==> config.mk <==
export PLATFORM = sky130hd
export DESIGN_NAME = chip_select_pin_assignment
export DESIGN_NICKNAME = d
export VERILOG_FILES = /design/src/design/pin_select_pkg.sv /design/src/design/pin_drive_if.sv /design/src/design/pin_function_mux.sv /design/src/design/chip_select_pin_assignment.sv
export VERILOG_INCLUDE_DIRS = /design/src /design/src/design
export SDC_FILE = /design/constraint.sdc
export NUM_CORES = 1
export LEC_CHECK = 0
export BUFFER_PORTS_ARGS = -buffer_cell sky130_fd_sc_hd__buf_2
export CAP_MARGIN = 10
export CORE_ASPECT_RATIO = 1.4
export CORE_MARGIN = 2
export CORE_UTILIZATION = 33
export CTS_BUF_LIST = sky130_fd_sc_hd__clkbuf_4 sky130_fd_sc_hd__clkbuf_8
export DETAILED_ROUTE_END_ITERATION = 6
export GPL_ROUTABILITY_DRIVEN = 0
export SYNTH_ARGS = -nofsm -noshare
export SYNTH_HDL_FRONTEND = slang
export SYNTH_SLANG_ARGS = --single-unit
==> constraint.sdc <==
create_clock -name aclk -period 1.8 [get_ports aclk]
set_input_delay 0.09 -clock aclk [delete_from_list [all_inputs] [get_ports aclk]]
set_output_delay 0.09 -clock aclk [all_outputs]
set_load 0.1 [all_outputs]
==> src/design/pin_select_params.svh <==
// offsets, field positions, reset values and encodings for the pin-function block
// assumes a 32-bit AXI4-Lite slave whose byte address is four times the register index
`ifndef PIN_SELECT_PARAMS_SVH
`define PIN_SELECT_PARAMS_SVH

// register indices as printed; byte address is the index shifted left by two
`define PORT_C_OUTPUT_LATCH_IDX       18'h0FA41
`define UPPER_PIN_FUNCTION_SELECT_IDX 18'h0FA46
`define PORT_C_OUTPUT_LATCH_ADDR       {`PORT_C_OUTPUT_LATCH_IDX, 2'b00}
`define UPPER_PIN_FUNCTION_SELECT_ADDR {`UPPER_PIN_FUNCTION_SELECT_IDX, 2'b00}
`define REG_ADDR_W 20

// implemented bits and reset values
`define UPPER_SEL_MASK   16'h03FF
`define UPPER_SEL_RESET  16'h03FF
`define PORT_C_MASK      8'h7F
`define PORT_C_RESET     8'h7F

// selector field layout: pin n (0 = select six .. 4 = select ten) at bits 2n+1:2n
`define SEL_FIELD_W      2
`define UPPER_PIN_COUNT  5
`define STRAP_FIRST_BIT  3
`define BOOT_WIDTH_BIT   0
`define DISCRETE_PC_BASE 3

// selector encodings
`define SEL_DISCRETE  2'b00
`define SEL_ALTERNATE 2'b01
`define SEL_CS_8BIT   2'b10
`define SEL_CS_16BIT  2'b11

// bus answers
`define RESP_OKAY   2'b00
`define RESP_SLVERR 2'b10

`endif

==> src/design/pin_select_pkg.sv <==
// types shared by the pin-function block, its pin mux and the interface between them
// assumes pin_select_params.svh is on the include path
`include "pin_select_params.svh"

package pin_select_pkg;

  typedef logic [`SEL_FIELD_W-1:0] pin_sel_t;

  typedef pin_sel_t [`UPPER_PIN_COUNT-1:0] pin_sel_array_t;

  // strap capture sequence around the release of reset
  typedef enum logic [1:0] {
    ST_IN_RESET,
    ST_LOAD,
    ST_RUN
  } strap_state_e;

endpackage

==> src/design/pin_drive_if.sv <==
// signals between the register side of the pin-function block and its pin mux
// assumes both ends run on the same clock
`timescale 1ns/1ps
`default_nettype none
`include "pin_select_params.svh"

interface pin_drive_if;
  import pin_select_pkg::*;

  pin_sel_array_t                   sel;
  logic [6:0]                       port_c;
  logic                             e_clock;
  logic [`UPPER_PIN_COUNT-1:0]      addr_high;
  logic [`UPPER_PIN_COUNT-1:0]      match;
  logic [`UPPER_PIN_COUNT-1:0]      pin_out;
  logic [`UPPER_PIN_COUNT-1:0]      port_16;

  modport ctrl (
    output sel,
    output port_c,
    output e_clock,
    output addr_high,
    output match,
    input  pin_out,
    input  port_16
  );

  modport mux (
    input  sel,
    input  port_c,
    input  e_clock,
    input  addr_high,
    input  match,
    output pin_out,
    output port_16
  );

endinterface

`default_nettype wire

==> src/design/pin_function_mux.sv <==
// per-pin function selection for the five upper chip-select pins
// assumes selector fields, port c latch and match strobes arrive on the aclk domain
`timescale 1ns/1ps
`default_nettype none
`include "pin_select_params.svh"

module pin_function_mux
  import pin_select_pkg::*;
#(
  parameter int                          PIN_COUNT    = 5,
  // pins that own a discrete output; all five upper pins do
  parameter logic [`UPPER_PIN_COUNT-1:0] HAS_DISCRETE = 5'h1F
) (
  // clock and reset
  input wire logic aclk,
  input wire logic aresetn,
  // register side
  pin_drive_if.mux pins
);

  if (PIN_COUNT != `UPPER_PIN_COUNT) begin : g_bad_pin_count
    $error("pin_function_mux serves exactly five pins");
  end

  wire [PIN_COUNT-1:0] next_pin_out;
  wire [PIN_COUNT-1:0] next_port_16;
  wire [PIN_COUNT-1:0] discrete_val;

  genvar i;
  generate
    for (i = 0; i < PIN_COUNT; i++) begin : g_pin
      // the top pin shows the bus e-clock instead of a port c bit
      if (i == PIN_COUNT - 1) begin : g_bus_e_clock_out
        assign discrete_val[i] = pins.e_clock;
      end else begin : g_pc
        assign discrete_val[i] = pins.port_c[i + `DISCRETE_PC_BASE];
      end
      wire is_disc = (pins.sel[i] == `SEL_DISCRETE) && HAS_DISCRETE[i];
      wire is_alt  = (pins.sel[i] == `SEL_ALTERNATE) ||
                     ((pins.sel[i] == `SEL_DISCRETE) && !HAS_DISCRETE[i]);
      // chip-select is active low while the address match fires
      assign next_pin_out[i] = is_disc ? discrete_val[i] :
                               is_alt  ? pins.addr_high[i] :
                                         !pins.match[i];
      assign next_port_16[i] = (pins.sel[i] == `SEL_CS_16BIT);
    end
  endgenerate

  // registered so the pins never glitch while the selector changes
  always_ff @(posedge aclk) begin
    if (!aresetn) begin
      pins.pin_out <= '1;
      pins.port_16 <= '0;
    end else begin
      pins.pin_out <= next_pin_out;
      pins.port_16 <= next_port_16;
    end
  end

endmodule

`default_nettype wire

==> src/design/chip_select_pin_assignment.sv <==
// register side of the upper chip-select pin functions and the port c output latch
// assumes an AXI4-Lite master on aclk, address-match strobes from the chip-select
// comparators on aclk, and data-bus strap levels arriving from pins
`timescale 1ns/1ps
`default_nettype none
`include "pin_select_params.svh"

module chip_select_pin_assignment
  import pin_select_pkg::*;
#(
  parameter int ADDR_W = `REG_ADDR_W
) (
  // clock and reset
  input  wire logic                        aclk,
  input  wire logic                        aresetn,
  // axi4-lite write address
  input  wire logic                        s_axi_awvalid,
  output logic                             s_axi_awready,
  input  wire logic [ADDR_W-1:0]           s_axi_awaddr,
  input  wire logic [2:0]                  s_axi_awprot,
  // axi4-lite write data
  input  wire logic                        s_axi_wvalid,
  output logic                             s_axi_wready,
  input  wire logic [31:0]                 s_axi_wdata,
  input  wire logic [3:0]                  s_axi_wstrb,
  // axi4-lite write response
  output logic                             s_axi_bvalid,
  input  wire logic                        s_axi_bready,
  output logic [1:0]                       s_axi_bresp,
  // axi4-lite read address
  input  wire logic                        s_axi_arvalid,
  output logic                             s_axi_arready,
  input  wire logic [ADDR_W-1:0]           s_axi_araddr,
  input  wire logic [2:0]                  s_axi_arprot,
  // axi4-lite read data
  output logic                             s_axi_rvalid,
  input  wire logic                        s_axi_rready,
  output logic [31:0]                      s_axi_rdata,
  output logic [1:0]                       s_axi_rresp,
  // reset straps and mode
  input  wire logic [7:0]                  data_bus_strap,
  input  wire logic                        mode_8bit_expanded,
  // pin sources
  input  wire logic                        bus_e_clock_out,
  input  wire logic [`UPPER_PIN_COUNT-1:0] addr_high_in,
  input  wire logic [`UPPER_PIN_COUNT-1:0] cs_match,
  input  wire logic                        boot_match,
  // pins and status
  output logic [`UPPER_PIN_COUNT-1:0]      cs_pin_out,
  output logic [`UPPER_PIN_COUNT-1:0]      cs_port_16,
  output logic                             boot_select_out,
  output logic                             boot_port_16,
  output logic [6:0]                       port_c_out,
  output logic [`UPPER_PIN_COUNT-1:0]      cs_match_term
);

  if (ADDR_W < `REG_ADDR_W) begin : g_bad_addr_w
    $error("address width too small for the register map");
  end

  // byte-lane merge, used by both registers
  function automatic logic [15:0] merge_bytes(input logic [15:0] old_val,
                                              input logic [15:0] new_val,
                                              input logic [1:0]  strb,
                                              input logic [15:0] mask);
    logic [15:0] merged;
    merged = old_val;
    if (strb[0]) begin
      merged[7:0] = new_val[7:0];
    end
    if (strb[1]) begin
      merged[15:8] = new_val[15:8];
    end
    return merged & mask;
  endfunction

  // high bit of each selector: a low strap bit also forces every pin below it
  function automatic logic [`UPPER_PIN_COUNT-1:0] thermo(input logic [4:0] d);
    logic [`UPPER_PIN_COUNT-1:0] hb;
    logic                        run;
    run = 1'b1;
    hb  = '0;
    for (int k = `UPPER_PIN_COUNT - 1; k >= 0; k--) begin
      run   = run & d[k];
      hb[k] = run;
    end
    return hb;
  endfunction

  // ---------------------------------------------------------------- straps
  logic [7:0]   strap_s1;
  logic [7:0]   strap_s2;
  logic [7:0]   strap_s3;
  logic [7:0]   strap_stable;
  strap_state_e strap_state;
  strap_state_e next_strap_state;

  // pins are foreign to aclk; a bit counts only once s2 and s3 agree
  always_ff @(posedge aclk) begin
    strap_s1 <= data_bus_strap;
    strap_s2 <= strap_s1;
    strap_s3 <= strap_s2;
  end

  wire [7:0] strap_agree = ~(strap_s2 ^ strap_s3);
  wire [7:0] next_strap  = (strap_agree & strap_s3) | (~strap_agree & strap_stable);

  always_ff @(posedge aclk) begin
    strap_stable <= next_strap;
  end

  always_comb begin
    case (strap_state)
      ST_IN_RESET: next_strap_state = ST_LOAD;
      ST_LOAD:     next_strap_state = ST_RUN;
      ST_RUN:      next_strap_state = ST_RUN;
      default:     next_strap_state = ST_RUN;
    endcase
  end

  always_ff @(posedge aclk) begin
    if (!aresetn) begin
      strap_state <= ST_IN_RESET;
    end else begin
      strap_state <= next_strap_state;
    end
  end

  wire                        strap_load = (strap_state == ST_LOAD);
  wire [4:0]                  strap_hi   = strap_stable[`STRAP_FIRST_BIT +: 5];
  wire [`UPPER_PIN_COUNT-1:0] strap_hb   = thermo(strap_hi);

  logic [15:0] strap_sel;
  always_comb begin
    strap_sel = '0;
    for (int k = 0; k < `UPPER_PIN_COUNT; k++) begin
      strap_sel[2 * k]     = 1'b1;
      strap_sel[2 * k + 1] = strap_hb[k];
    end
  end

  // --------------------------------------------------------- write channel
  logic              aw_held;
  logic [ADDR_W-1:0] aw_addr_q;
  logic              w_held;
  logic [15:0]       w_data_q;
  logic [1:0]        w_strb_q;

  assign s_axi_awready = !aw_held && !s_axi_bvalid;
  assign s_axi_wready  = !w_held && !s_axi_bvalid;

  wire aw_take  = s_axi_awvalid && s_axi_awready;
  wire w_take   = s_axi_wvalid && s_axi_wready;
  wire do_write = aw_held && w_held && !s_axi_bvalid;

  wire wr_upper = do_write && (aw_addr_q[ADDR_W-1:2] == `UPPER_PIN_FUNCTION_SELECT_IDX);
  wire wr_port_c_output_latch = do_write && (aw_addr_q[ADDR_W-1:2] == `PORT_C_OUTPUT_LATCH_IDX);

  always_ff @(posedge aclk) begin
    if (!aresetn) begin
      aw_held <= 1'b0;
    end else if (aw_take) begin
      aw_held <= 1'b1;
    end else if (do_write) begin
      aw_held <= 1'b0;
    end
  end

  always_ff @(posedge aclk) begin
    if (!aresetn) begin
      w_held <= 1'b0;
    end else if (w_take) begin
      w_held <= 1'b1;
    end else if (do_write) begin
      w_held <= 1'b0;
    end
  end

  always_ff @(posedge aclk) begin
    if (aw_take) begin
      aw_addr_q <= s_axi_awaddr;
    end
    if (w_take) begin
      w_data_q <= s_axi_wdata[15:0];
      w_strb_q <= s_axi_wstrb[1:0];
    end
  end

  always_ff @(posedge aclk) begin
    if (!aresetn) begin
      s_axi_bvalid <= 1'b0;
      s_axi_bresp  <= `RESP_OKAY;
    end else if (do_write) begin
      s_axi_bvalid <= 1'b1;
      s_axi_bresp  <= (wr_upper || wr_port_c_output_latch) ? `RESP_OKAY : `RESP_SLVERR;
    end else if (s_axi_bready) begin
      s_axi_bvalid <= 1'b0;
    end
  end

  // -------------------------------------------------------------- registers
  logic [15:0] upper_pin_function_select;
  logic [7:0]  port_c_output_latch;

  wire [15:0] next_upper = merge_bytes(upper_pin_function_select, w_data_q, w_strb_q,
                                       `UPPER_SEL_MASK);
  wire [15:0] port_c_output_latch_wide = merge_bytes({8'h00, port_c_output_latch}, w_data_q,
                                       {1'b0, w_strb_q[0]}, {8'h00, `PORT_C_MASK});
  wire [7:0]  next_port_c_output_latch = port_c_output_latch_wide[7:0];

  // strap capture wins over a write at the second edge after reset release
  always_ff @(posedge aclk) begin
    if (!aresetn) begin
      upper_pin_function_select <= `UPPER_SEL_RESET;
    end else if (strap_load) begin
      upper_pin_function_select <= strap_sel;
    end else if (wr_upper) begin
      upper_pin_function_select <= next_upper;
    end
  end

  always_ff @(posedge aclk) begin
    if (!aresetn) begin
      port_c_output_latch <= `PORT_C_RESET;
    end else if (wr_port_c_output_latch) begin
      port_c_output_latch <= next_port_c_output_latch;
    end
  end

  // boot width is taken once per reset; 8-bit expanded mode ignores the strap
  always_ff @(posedge aclk) begin
    if (!aresetn) begin
      boot_port_16 <= 1'b0;
    end else if (strap_load) begin
      boot_port_16 <= strap_stable[`BOOT_WIDTH_BIT] && !mode_8bit_expanded;
    end
  end

  // ---------------------------------------------------------- read channel
  wire rd_upper = (s_axi_araddr[ADDR_W-1:2] == `UPPER_PIN_FUNCTION_SELECT_IDX);
  wire rd_port_c_output_latch = (s_axi_araddr[ADDR_W-1:2] == `PORT_C_OUTPUT_LATCH_IDX);
  wire ar_take  = s_axi_arvalid && s_axi_arready;

  // reserved bits already sit at zero in the registers
  wire [31:0] rd_value = rd_upper ? {16'h0000, upper_pin_function_select} :
                         rd_port_c_output_latch ? {24'h000000, port_c_output_latch} :
                                    32'h00000000;

  assign s_axi_arready = !s_axi_rvalid;

  always_ff @(posedge aclk) begin
    if (!aresetn) begin
      s_axi_rvalid <= 1'b0;
      s_axi_rdata  <= 32'h00000000;
      s_axi_rresp  <= `RESP_OKAY;
    end else if (ar_take) begin
      s_axi_rvalid <= 1'b1;
      s_axi_rdata  <= rd_value;
      s_axi_rresp  <= (rd_upper || rd_port_c_output_latch) ? `RESP_OKAY : `RESP_SLVERR;
    end else if (s_axi_rready) begin
      s_axi_rvalid <= 1'b0;
    end
  end

  // -------------------------------------------------------------- pin side
  pin_drive_if pins ();

  always_comb begin
    for (int k = 0; k < `UPPER_PIN_COUNT; k++) begin
      pins.sel[k] = upper_pin_function_select[2 * k +: 2];
    end
  end

  assign pins.port_c    = port_c_output_latch[6:0];
  assign pins.e_clock   = bus_e_clock_out;
  assign pins.addr_high = addr_high_in;
  assign pins.match     = cs_match;

  pin_function_mux #(
    .PIN_COUNT    (`UPPER_PIN_COUNT),
    .HAS_DISCRETE (5'h1F)
  ) u_mux (
    .aclk    (aclk),
    .aresetn (aresetn),
    .pins    (pins.mux)
  );

  assign cs_pin_out = pins.pin_out;
  assign cs_port_16 = pins.port_16;

  // match reporting ignores the pin mode so termination can still be generated
  always_ff @(posedge aclk) begin
    if (!aresetn) begin
      cs_match_term   <= '0;
      boot_select_out <= 1'b1;
      port_c_out      <= 7'(`PORT_C_RESET);
    end else begin
      cs_match_term   <= cs_match;
      boot_select_out <= !boot_match;
      port_c_out      <= port_c_output_latch[6:0];
    end
  end

  // protection bits carry no meaning for this slave
  wire unused_prot = ^{s_axi_awprot, s_axi_arprot, s_axi_wdata[31:16], s_axi_wstrb[3:2]};

endmodule

`default_nettype wire

======== Yosys cells after proc, flatten, opt, wreduce, memory -nomap -nowiden ========
Index checks and enable logic that the tools add are counted.
Widths: inputs -> output; s select.
cells by class
  $add $sub $neg .......................... 0
  $mul .................................... 0
  divide/modulo/power cells ............... 0
  $lt $le $gt $ge ......................... 0
  equal/unequal tests ..................... 15
  shifts and indexed selects .............. 0
  multiplexer cells ....................... 26
  bitwise logic cells ..................... 11
  reduce and logical (&&, ||, !) cells .... 42
operators with widths
  operator              number
  $eq 18x16->1 const B  4
  $mux 10               3
  $mux 1                17
  $and 8x8->8           2
  $not 8->8             2
  $reduce_bool 2->1     7
  $eq 2x1->1 const B    6
  $logic_not 2->1       6
  $logic_not 1->1       11
  $eq 2x2->1 const B    5
  $logic_and 1x1->1     10
  $reduce_and 2->1      5
  $mux 2                4
  $mux 8                1
  $or 8x8->8            1
  $xor 8x8->8           1
  $mux 7                1
  $and 1x1->1           4
  $logic_or 1x1->1      2
  $reduce_or 2->1       1
  $not 1->1             1
storage, ports and cells
  register bits after elaboration ......... 147
  latch bits .............................. 0
  RAM bits ................................ 0
  ROM bits ................................ 0
  input port bits ......................... 110
  logic and storage cells ................. 120
  memories kept ........................... 0

======== Logic depth before layout (Yosys ltp) ========
Gate-level depths: netlist of run 1.
  depth after elaboration ................. 5
  mapped depth ............................ 6

======== Cells and area by module ========
Synthesis of run 1 repeated with hierarchy kept, for this count alone.
unflattened totals
  cells, all modules ...................... 356
  area total of the unflattened synthesis .. 4154.0 um2
modules (own cells, without submodules)
  module                      instances  cells an instance  area each (um2)
  chip_select_pin_assignment  1          320                3779.9
  pin_function_mux            1          36                 374.1

======== Least setup slack after synthesis of run 1 ========
Ideal clock, no wire load.
  kind .................................... register -> register
  from .................................... reg s_axi_bvalid
  to ...................................... reg aw_addr_q[10], enable pin
  library setup time ...................... 377 ps
  data arrival time ....................... 2780 ps
  path slack .............................. -1357 ps
  cell stages (with the launch flop) ...... 3
  cells stage by stage .................... dfxtp_1 nor2_1 and2_1
on the way
  cells in the longest elaborated chain, start to end .. 3
ends and longest elaborated chain
  what                    line                               source
  start, declared         chip_select_pin_assignment.sv:27   output logic s_axi_bvalid,
  start signal, assigned  chip_select_pin_assignment.sv:191  s_axi_bvalid <= 1'b0;
  start signal, assigned  chip_select_pin_assignment.sv:194  s_axi_bvalid <= 1'b1;
  start signal, assigned  chip_select_pin_assignment.sv:197  s_axi_bvalid <= 1'b0;
  $logic_not 1->1         chip_select_pin_assignment.sv:149  assign s_axi_awready = !aw_held && !s_axi_bvalid;
  $logic_and 1x1->1       chip_select_pin_assignment.sv:149
  net s_axi_awready       chip_select_pin_assignment.sv:18   output logic s_axi_awready,
  $logic_and 1x1->1       chip_select_pin_assignment.sv:152  wire aw_take = s_axi_awvalid && s_axi_awready;
  net aw_take             chip_select_pin_assignment.sv:152
  end signal, assigned    chip_select_pin_assignment.sv:181  aw_addr_q <= s_axi_awaddr;
  end, declared           chip_select_pin_assignment.sv:144  logic [ADDR_W-1:0] aw_addr_q;
The timed path passes the listed nets, and every way through them passes these cells.
A chain may end at the register's enable or synchronous reset.

======== Worst setup path after layout of run 1 ========
  from .................................... reg aw_addr_q[5]
  to ...................................... reg port_c_output_latch[3]
on the way
  cells in the longest elaborated chain, start to end .. 3
ends and longest elaborated chain
  what                        line                               source
  $eq 18x16->1 (no line)      -
  $logic_and 1x1->1           chip_select_pin_assignment.sv:157  wire wr_port_c_output_latch = do_write && (aw_addr_q[ADDR_W-1:2] == `PORT_C_OUTPUT_LATCH_IDX);
  $reduce_and 2->1 (no line)  -
  end signal, assigned        chip_select_pin_assignment.sv:224  port_c_output_latch <= `PORT_C_RESET;
  end signal, assigned        chip_select_pin_assignment.sv:226  port_c_output_latch <= next_port_c_output_latch;
  end, declared               chip_select_pin_assignment.sv:203  logic [7:0] port_c_output_latch;
Every way passes these cells.

==> flow_metrics.env, run 1 <==
export IMPL_leakage_uw=0.002432
export IMPL_grt_use_total=0.1482
export IMPL_antenna_found_initial=0
export IMPL_io_buffers=114
export IMPL_clock_latency_ns=0.42
export IMPL_post_place_cells=611
export IMPL_power_density_mw_per_mm2=1079
export IMPL_slew_violations=0
export IMPL_grt_pass1_vias=3241
export IMPL_fp_row_count=48
export IMPL_period_minus_slack_ns=1.671
export IMPL_clock_sink_count=113
export IMPL_worst_pin_slew_ns=0.6075
export IMPL_setup_viol=0
export IMPL_final_area_mm2=0.005783
export IMPL_grt_pass1_wl_um=15450
export IMPL_syn_to_final_growth_pct=39.51
export IMPL_regArea_mm2=0.002628
export IMPL_cts_setup_buffers=0
export IMPL_cp_end_kind="register"
export IMPL_synthFlopType="dfxtp_1"
export IMPL_timing_final_crit_share=0.9283
export IMPL_most_common_layout_cells="buf_2, dfxtp_1, dlygate4sd3_1"
export IMPL_firstDrtPassIters=4
export IMPL_root_buffer="clkbuf_8"
export IMPL_ys_types=49
export IMPL_arrival_ns=1.96
export IMPL_fin_hold_ws_ns=0.03555
export IMPL_drc=0
export IMPL_finalNonFillerCells=695
export IMPL_syn_avg_cell_area_um2=11.74
export IMPL_num_vias=3226
export IMPL_clk_pin_slew_ns=0.07
export IMPL_synthArstFlopShare=0
export IMPL_grt_max_degree=30
export IMPL_die_height_um=136.6
export IMPL_r2r_setup_slack_ns=0.13
export IMPL_ios=175
export IMPL_viasPerCell=4.642
export IMPL_yosysWarnings=0
export IMPL_fp_dieW_um=98.72
export IMPL_hold_path_class="in -> reg"
export IMPL_drive_above_1_share=0.3339
export IMPL_wl_um=9434
export IMPL_mostFrequentLayoutCell="buf_2"
export IMPL_nNetsFinal=642
export IMPL_htree_levels=4
export IMPL_vdd_drop_max_mv=0.5324
export IMPL_slew_headroom=0.5932
export IMPL_cts_tree="done"
export IMPL_path_max_fanout=9
export IMPL_core_area_mm2=0.01231
export IMPL_maxCapViolCount=0
export IMPL_avgRoutedWirePerCell_um=13.57
export IMPL_placed_area_mm2=0.004863
export IMPL_worstSetupPathType="reg -> reg"
export IMPL_cts_buffers=17
export IMPL_required_ns=2.09
export IMPL_synth_area_mm2=0.004145
export IMPL_n_antenna_cell=0
export IMPL_cts_buffer_depth=2
export IMPL_finalClockSkew_ns=0.008862
export IMPL_multi_input_area_mm2=0.001341
export IMPL_totalNegativeSetupSlack_ns=0
export IMPL_grt_ovfl_total=0
export IMPL_num_fill_cells=1144
export IMPL_status="finished clean"
export IMPL_final_hold_violation_count=0
export IMPL_fmax_ghz=0.5985
export IMPL_yosysSeqAreaShare=0.6327
export IMPL_hpwl_um=6732
export IMPL_synthCells=353
export IMPL_antenna_left=0
export IMPL_dieArea_mm2=0.01349
export IMPL_drt_iter0_drc=107
export IMPL_synth_seq_cells=113
export IMPL_initial_core_util=0.3367
export IMPL_synth_edff_count=36
export IMPL_start_kind="register"
export IMPL_grt_setup_unrepaired="no"
[area by class of cell]
type	instances	share of cell area
Clock buffer	19	0.04414
Sequential cell	113	0.4543
Timing Repair Buffer	177	0.2077
Tap cell	150	0.03245
Multi-Input combinational cell	214	0.2319
Clock inverter	13	0.02293
Inverter	9	0.006491
[power breakdown]
group          internal [uW]  switching (uW)
combinational            270             801
clock                   1280            1020
sequential              2790            83.2
total                   4340            1900
[routing by layer]
layer	routed length [um]	up-vias	global-route usage
met4	238	0	0.07306
met1	3678	1489	0.1621
met5	0	-	0
met2	4977	122	0.2611
met3	540	15	0.04392
li1	-	1600	-
[logic make-up after synthesis]
group | count (synthesis) | synth area share
DFF | 113 | 0.6327
AOI/OAI and AO/OA | 72 | 0.1072
muxes | 6 | 0.01630
other | 1 | 0.0009047
xor gates and xnor gates | 6 | 0.01268
buffers and inverters | 49 | 0.07123
and+or+nand+nor | 106 | 0.1591
[worst max-delay path: stages, from the launching register on]
cell and delay, ns:
edfxtp_1 0.42, nor4b_4 0.40, and3_4 0.31, and3_1 0.29, a31oi_1 0.12
[registers in the layout, summed over array words and instances (netlist names), 7 cells and up, named ones only]
| register | cells |
|---|---|
| port_c_output_latch | 7 |
| w_data_q | 10 |
| upper_pin_function_select | 10 |
| aw_addr_q | 18 |
| port_c_out | 7 |
| s_axi_rdata | 10 |
[final timing paths]
path,cells past startpoint,startpoint,to
max,4,aw_addr_q[5],port_c_output_latch[3]
min,5,s_axi_araddr[6],s_axi_rresp[1]
max reg2reg,4,aw_addr_q[5],port_c_output_latch[3]
min reg2reg,0,strap_s1[3],strap_s2[3]
[metrics by stage]
| stage | utilization | worst slack [ns] | total power [uW] |
|---|---|---|---|
| 6_report | 0.4697 | 0.1291 | 6241 |
| 5_1_grt | 0.4697 | 0.03040 | 6525 |
| 2_1_floorplan | - | 0.01091 | 3742 |
| 4_1_cts | 0.4688 | 0.06267 | 6324 |
| 3_5_place_dp | 0.3950 | 0.07165 | 3916 |
| 3_3_place_gp | 0.3950 | 0.1361 | 3902 |
[synthesized netlist by cell type, drive strengths merged, types with 2 or more instances]
master,number,area share
nor3,7,0.0085
inv,9,0.0081
a311oi,2,0.0057
nor3b,2,0.0048
clkbuf,9,0.0081
edfxtp,36,0.26
and2,8,0.012
and4b,2,0.0048
and3,9,0.014
nand2b,10,0.015
mux2,6,0.016
xnor2,6,0.013
nand4,8,0.016
and3b,3,0.0066
nand3,11,0.014
nand2,18,0.016
and4,3,0.0063
buf,31,0.055
o21ai,20,0.024
dfxtp,77,0.37
o211ai,6,0.011
nor2,12,0.011
a31oi,22,0.033
a21oi,15,0.018
nor4b,5,0.016
nor2b,4,0.0060
[what timing repair did]
| item | 4_1_cts | 5_1_grt |
|---|---|---|
| gates resized for setup | 0 | 4 |
| endpoints found under the hold margin | 50 | 0 |
| endpoints found under the setup margin | 0 | 5 |
| hold buffers | 52 | 0 |
No activity file was read; power rests on OpenSTA's default activity.
==> inputs of run 2 (changes only) <==
- SYNTH_HIERARCHICAL: not set -> 1
==> run 2 against run 1 <==
Against the previous run:
- sequential share of layout area is 0.30 points lower
- register-to-register slack hardly changed
- die area is 0.20% higher
- wire length is 0.94% higher
- synthesized cell count is 0.85% higher
- critical endpoint is now upper_pin_function_select[7]
==> flow_metrics.env, run 2 <==
export IMPL_netSwitchingPower_uw=1865
export IMPL_required_ns=2.13
export IMPL_synthCells=356
export IMPL_finalClockSkew_ns=0.007860
export IMPL_grt_ovfl_total=0
export IMPL_place_ws_ns=0.05309
export IMPL_fp_dieW_um=98.82
export IMPL_drive_above_1_share=0.3157
export IMPL_initial_core_util=0.3374
export IMPL_arrival_ns=2.00
export IMPL_path_max_fanout=5
export IMPL_syn_avg_cell_area_um2=11.67
export IMPL_regMostFlops="aw_addr_q"
export IMPL_num_vias=3216
export IMPL_synthArstFlopShare=0
export IMPL_largest_reg_flops=18
export IMPL_n_antenna_cell=0
export IMPL_drt_iter0_drc=134
export IMPL_clock_sink_count=113
export IMPL_cts_buffers=17
export IMPL_mostFrequentLayoutCell="buf_2"
export IMPL_most_common_layout_cells="buf_2, dfxtp_1, dlygate4sd3_1"
export IMPL_grt_use_total=0.1442
export IMPL_clk_pin_slew_ns=0.06
export IMPL_worst_pin_slew_ns=0.7046
export IMPL_fp_row_count=48
export IMPL_cts_tree="done"
export IMPL_r2r_setup_slack_ns=0.12
export IMPL_timing_final_crit_share=0.9311
export IMPL_power_frac_seq=0.449
export IMPL_yosysMostFrequentCell="dfxtp_1"
export IMPL_p_sw_frac=0.2912
export IMPL_firstDrtPassIters=5
export IMPL_synth_top_area_share=0.3711
export IMPL_grt_setup_unrepaired="no"
export IMPL_leakage_uw=0.002502
export IMPL_yosysWarnings=6
export IMPL_nNetsFinal=645
export IMPL_viasPerCell=4.607
export IMPL_setup_slack_ns=0.1240
export IMPL_yosysSeqAreaShare=0.6313
export IMPL_syn_to_final_growth_pct=40.15
export IMPL_ys_top_cells_by_area="dfxtp_1, edfxtp_1, buf_4, a31oi_1, and3_1"
export IMPL_hold_path_class="in -> reg"
export IMPL_ys_types=46
export IMPL_final_hold_violation_count=0
export IMPL_ios=175
export IMPL_p_clk_frac=0.384
export IMPL_grt_pass1_wl_um=15080
export IMPL_status="finished clean"
export IMPL_yosys_top_cells_count="dfxtp_1, edfxtp_1, a31oi_1"
export IMPL_setup_viol=0
export IMPL_power_density_mw_per_mm2=1100
export IMPL_drc=0
export IMPL_synth_area_mm2=0.004154
export IMPL_synth_top_cell_by_area="dfxtp_1"
export IMPL_htree_levels=4
export IMPL_dieArea_mm2=0.01351
export IMPL_start_kind="register"
export IMPL_cp_end_kind="register"
export IMPL_io_buffers=114
export IMPL_wl_um=9523
export IMPL_antenna_left=0
export IMPL_totalNegativeSetupSlack_ns=0
export IMPL_period_minus_slack_ns=1.676
export IMPL_root_buffer="clkbuf_8"
export IMPL_core_area_mm2=0.01231
export IMPL_hpwl_um=6703
export IMPL_maxCapViolCount=0
export IMPL_grt_max_degree=61
export IMPL_worstSetupPathType="reg -> reg"
export IMPL_vdd_drop_max_mv=0.5273
export IMPL_p_int_uw=4541
export IMPL_placed_area_mm2=0.004872
export IMPL_cts_buffer_depth=2
export IMPL_final_area_mm2=0.005822
export IMPL_antenna_found_initial=0
export IMPL_synth_seq_cells=113
export IMPL_synth_edff_count=36
export IMPL_synthFlopType="dfxtp_1"
export IMPL_clock_latency_ns=0.42
export IMPL_slew_headroom=0.5285
export IMPL_slew_violations=0
export IMPL_avgRoutedWirePerCell_um=13.64
export IMPL_die_height_um=136.8
export IMPL_grt_pass1_vias=3189
export IMPL_fmax_ghz=0.5966
export IMPL_combPwrFrac=0.168
run 2: final cells by class:
cell class / instances / area, um^2
Clock buffer: 21 / 282.8
Clock inverter: 11 / 135.1
Fill cell: 1134 / 6490
Inverter: 15 / 60.06
Multi-Input combinational cell: 212 / 1340
Sequential cell: 113 / 2628
Tap cell: 150 / 187.7
Timing Repair Buffer: 176 / 1189
run 2: worst max-delay path, cell delays in order (launching register included):
cell      delay (ns)
edfxtp_1        0.41
nor4_2          0.32
nand4_1         0.21
or2_2           0.39
a221oi_1        0.26
run 2: final timing paths:
check | endpoint | cells after the start | start
worst min register to register | strap_s2[0] | 0 | strap_s1[0]
worst max-delay path | upper_pin_function_select[7] | 4 | aw_addr_q[5]
worst min-delay path | u_mux/pins.pin_out[3] | 3 | addr_high_in[3]
worst max register to register | upper_pin_function_select[7] | 4 | aw_addr_q[5]
run 2: repair_timing:
action                                  CTS  global route
buffers inserted                          0             2
resized for setup                         0             1
hold endpoints to repair                 50             0
endpoints found under the setup margin    0            17
hold buffers                             51             0
run 2: kinds of logic after synthesis:
family,Yosys count,share of synthesized area
other,1,0.0009027
xor gates and xnor gates,6,0.01265
AOI/OAI and AO/OA,76,0.1139
and+or+nand+nor,101,0.1548
DFF,113,0.6313
buffers and inverters,54,0.07439
muxes,5,0.01205
run 2: power by group through the flow:
stage	sequential, uW	clock [uW]	combinational (uW)
after floorplan	3240	0	512
after global placement	2920	0	982
after detailed placement	2930	0	989
after CTS	2870	2520	1080
after global routing	2890	2650	1130
final	2870	2460	1080
run 2: stage by stage:
step,hold slack (ns),std cells,power [uW],util
2_1_floorplan,0.1177,379,3749,-
5_1_grt,0.01963,698,6676,0.4729
3_3_place_gp,0.1935,613,3905,0.3957
4_1_cts,0.01740,696,6466,0.4711
6_report,0.02257,698,6406,0.4729
3_5_place_dp,0.1936,613,3919,0.3957
run 2: per-layer routing:
layer / GRT usage / up-vias / share of wire
li1: - / 1607 / -
met5: 0 / - / 0
met1: 0.1479 / 1471 / 0.39
met4: 0.05403 / 0 / 0.012
met2: 0.2699 / 126 / 0.54
met3: 0.04699 / 12 / 0.062
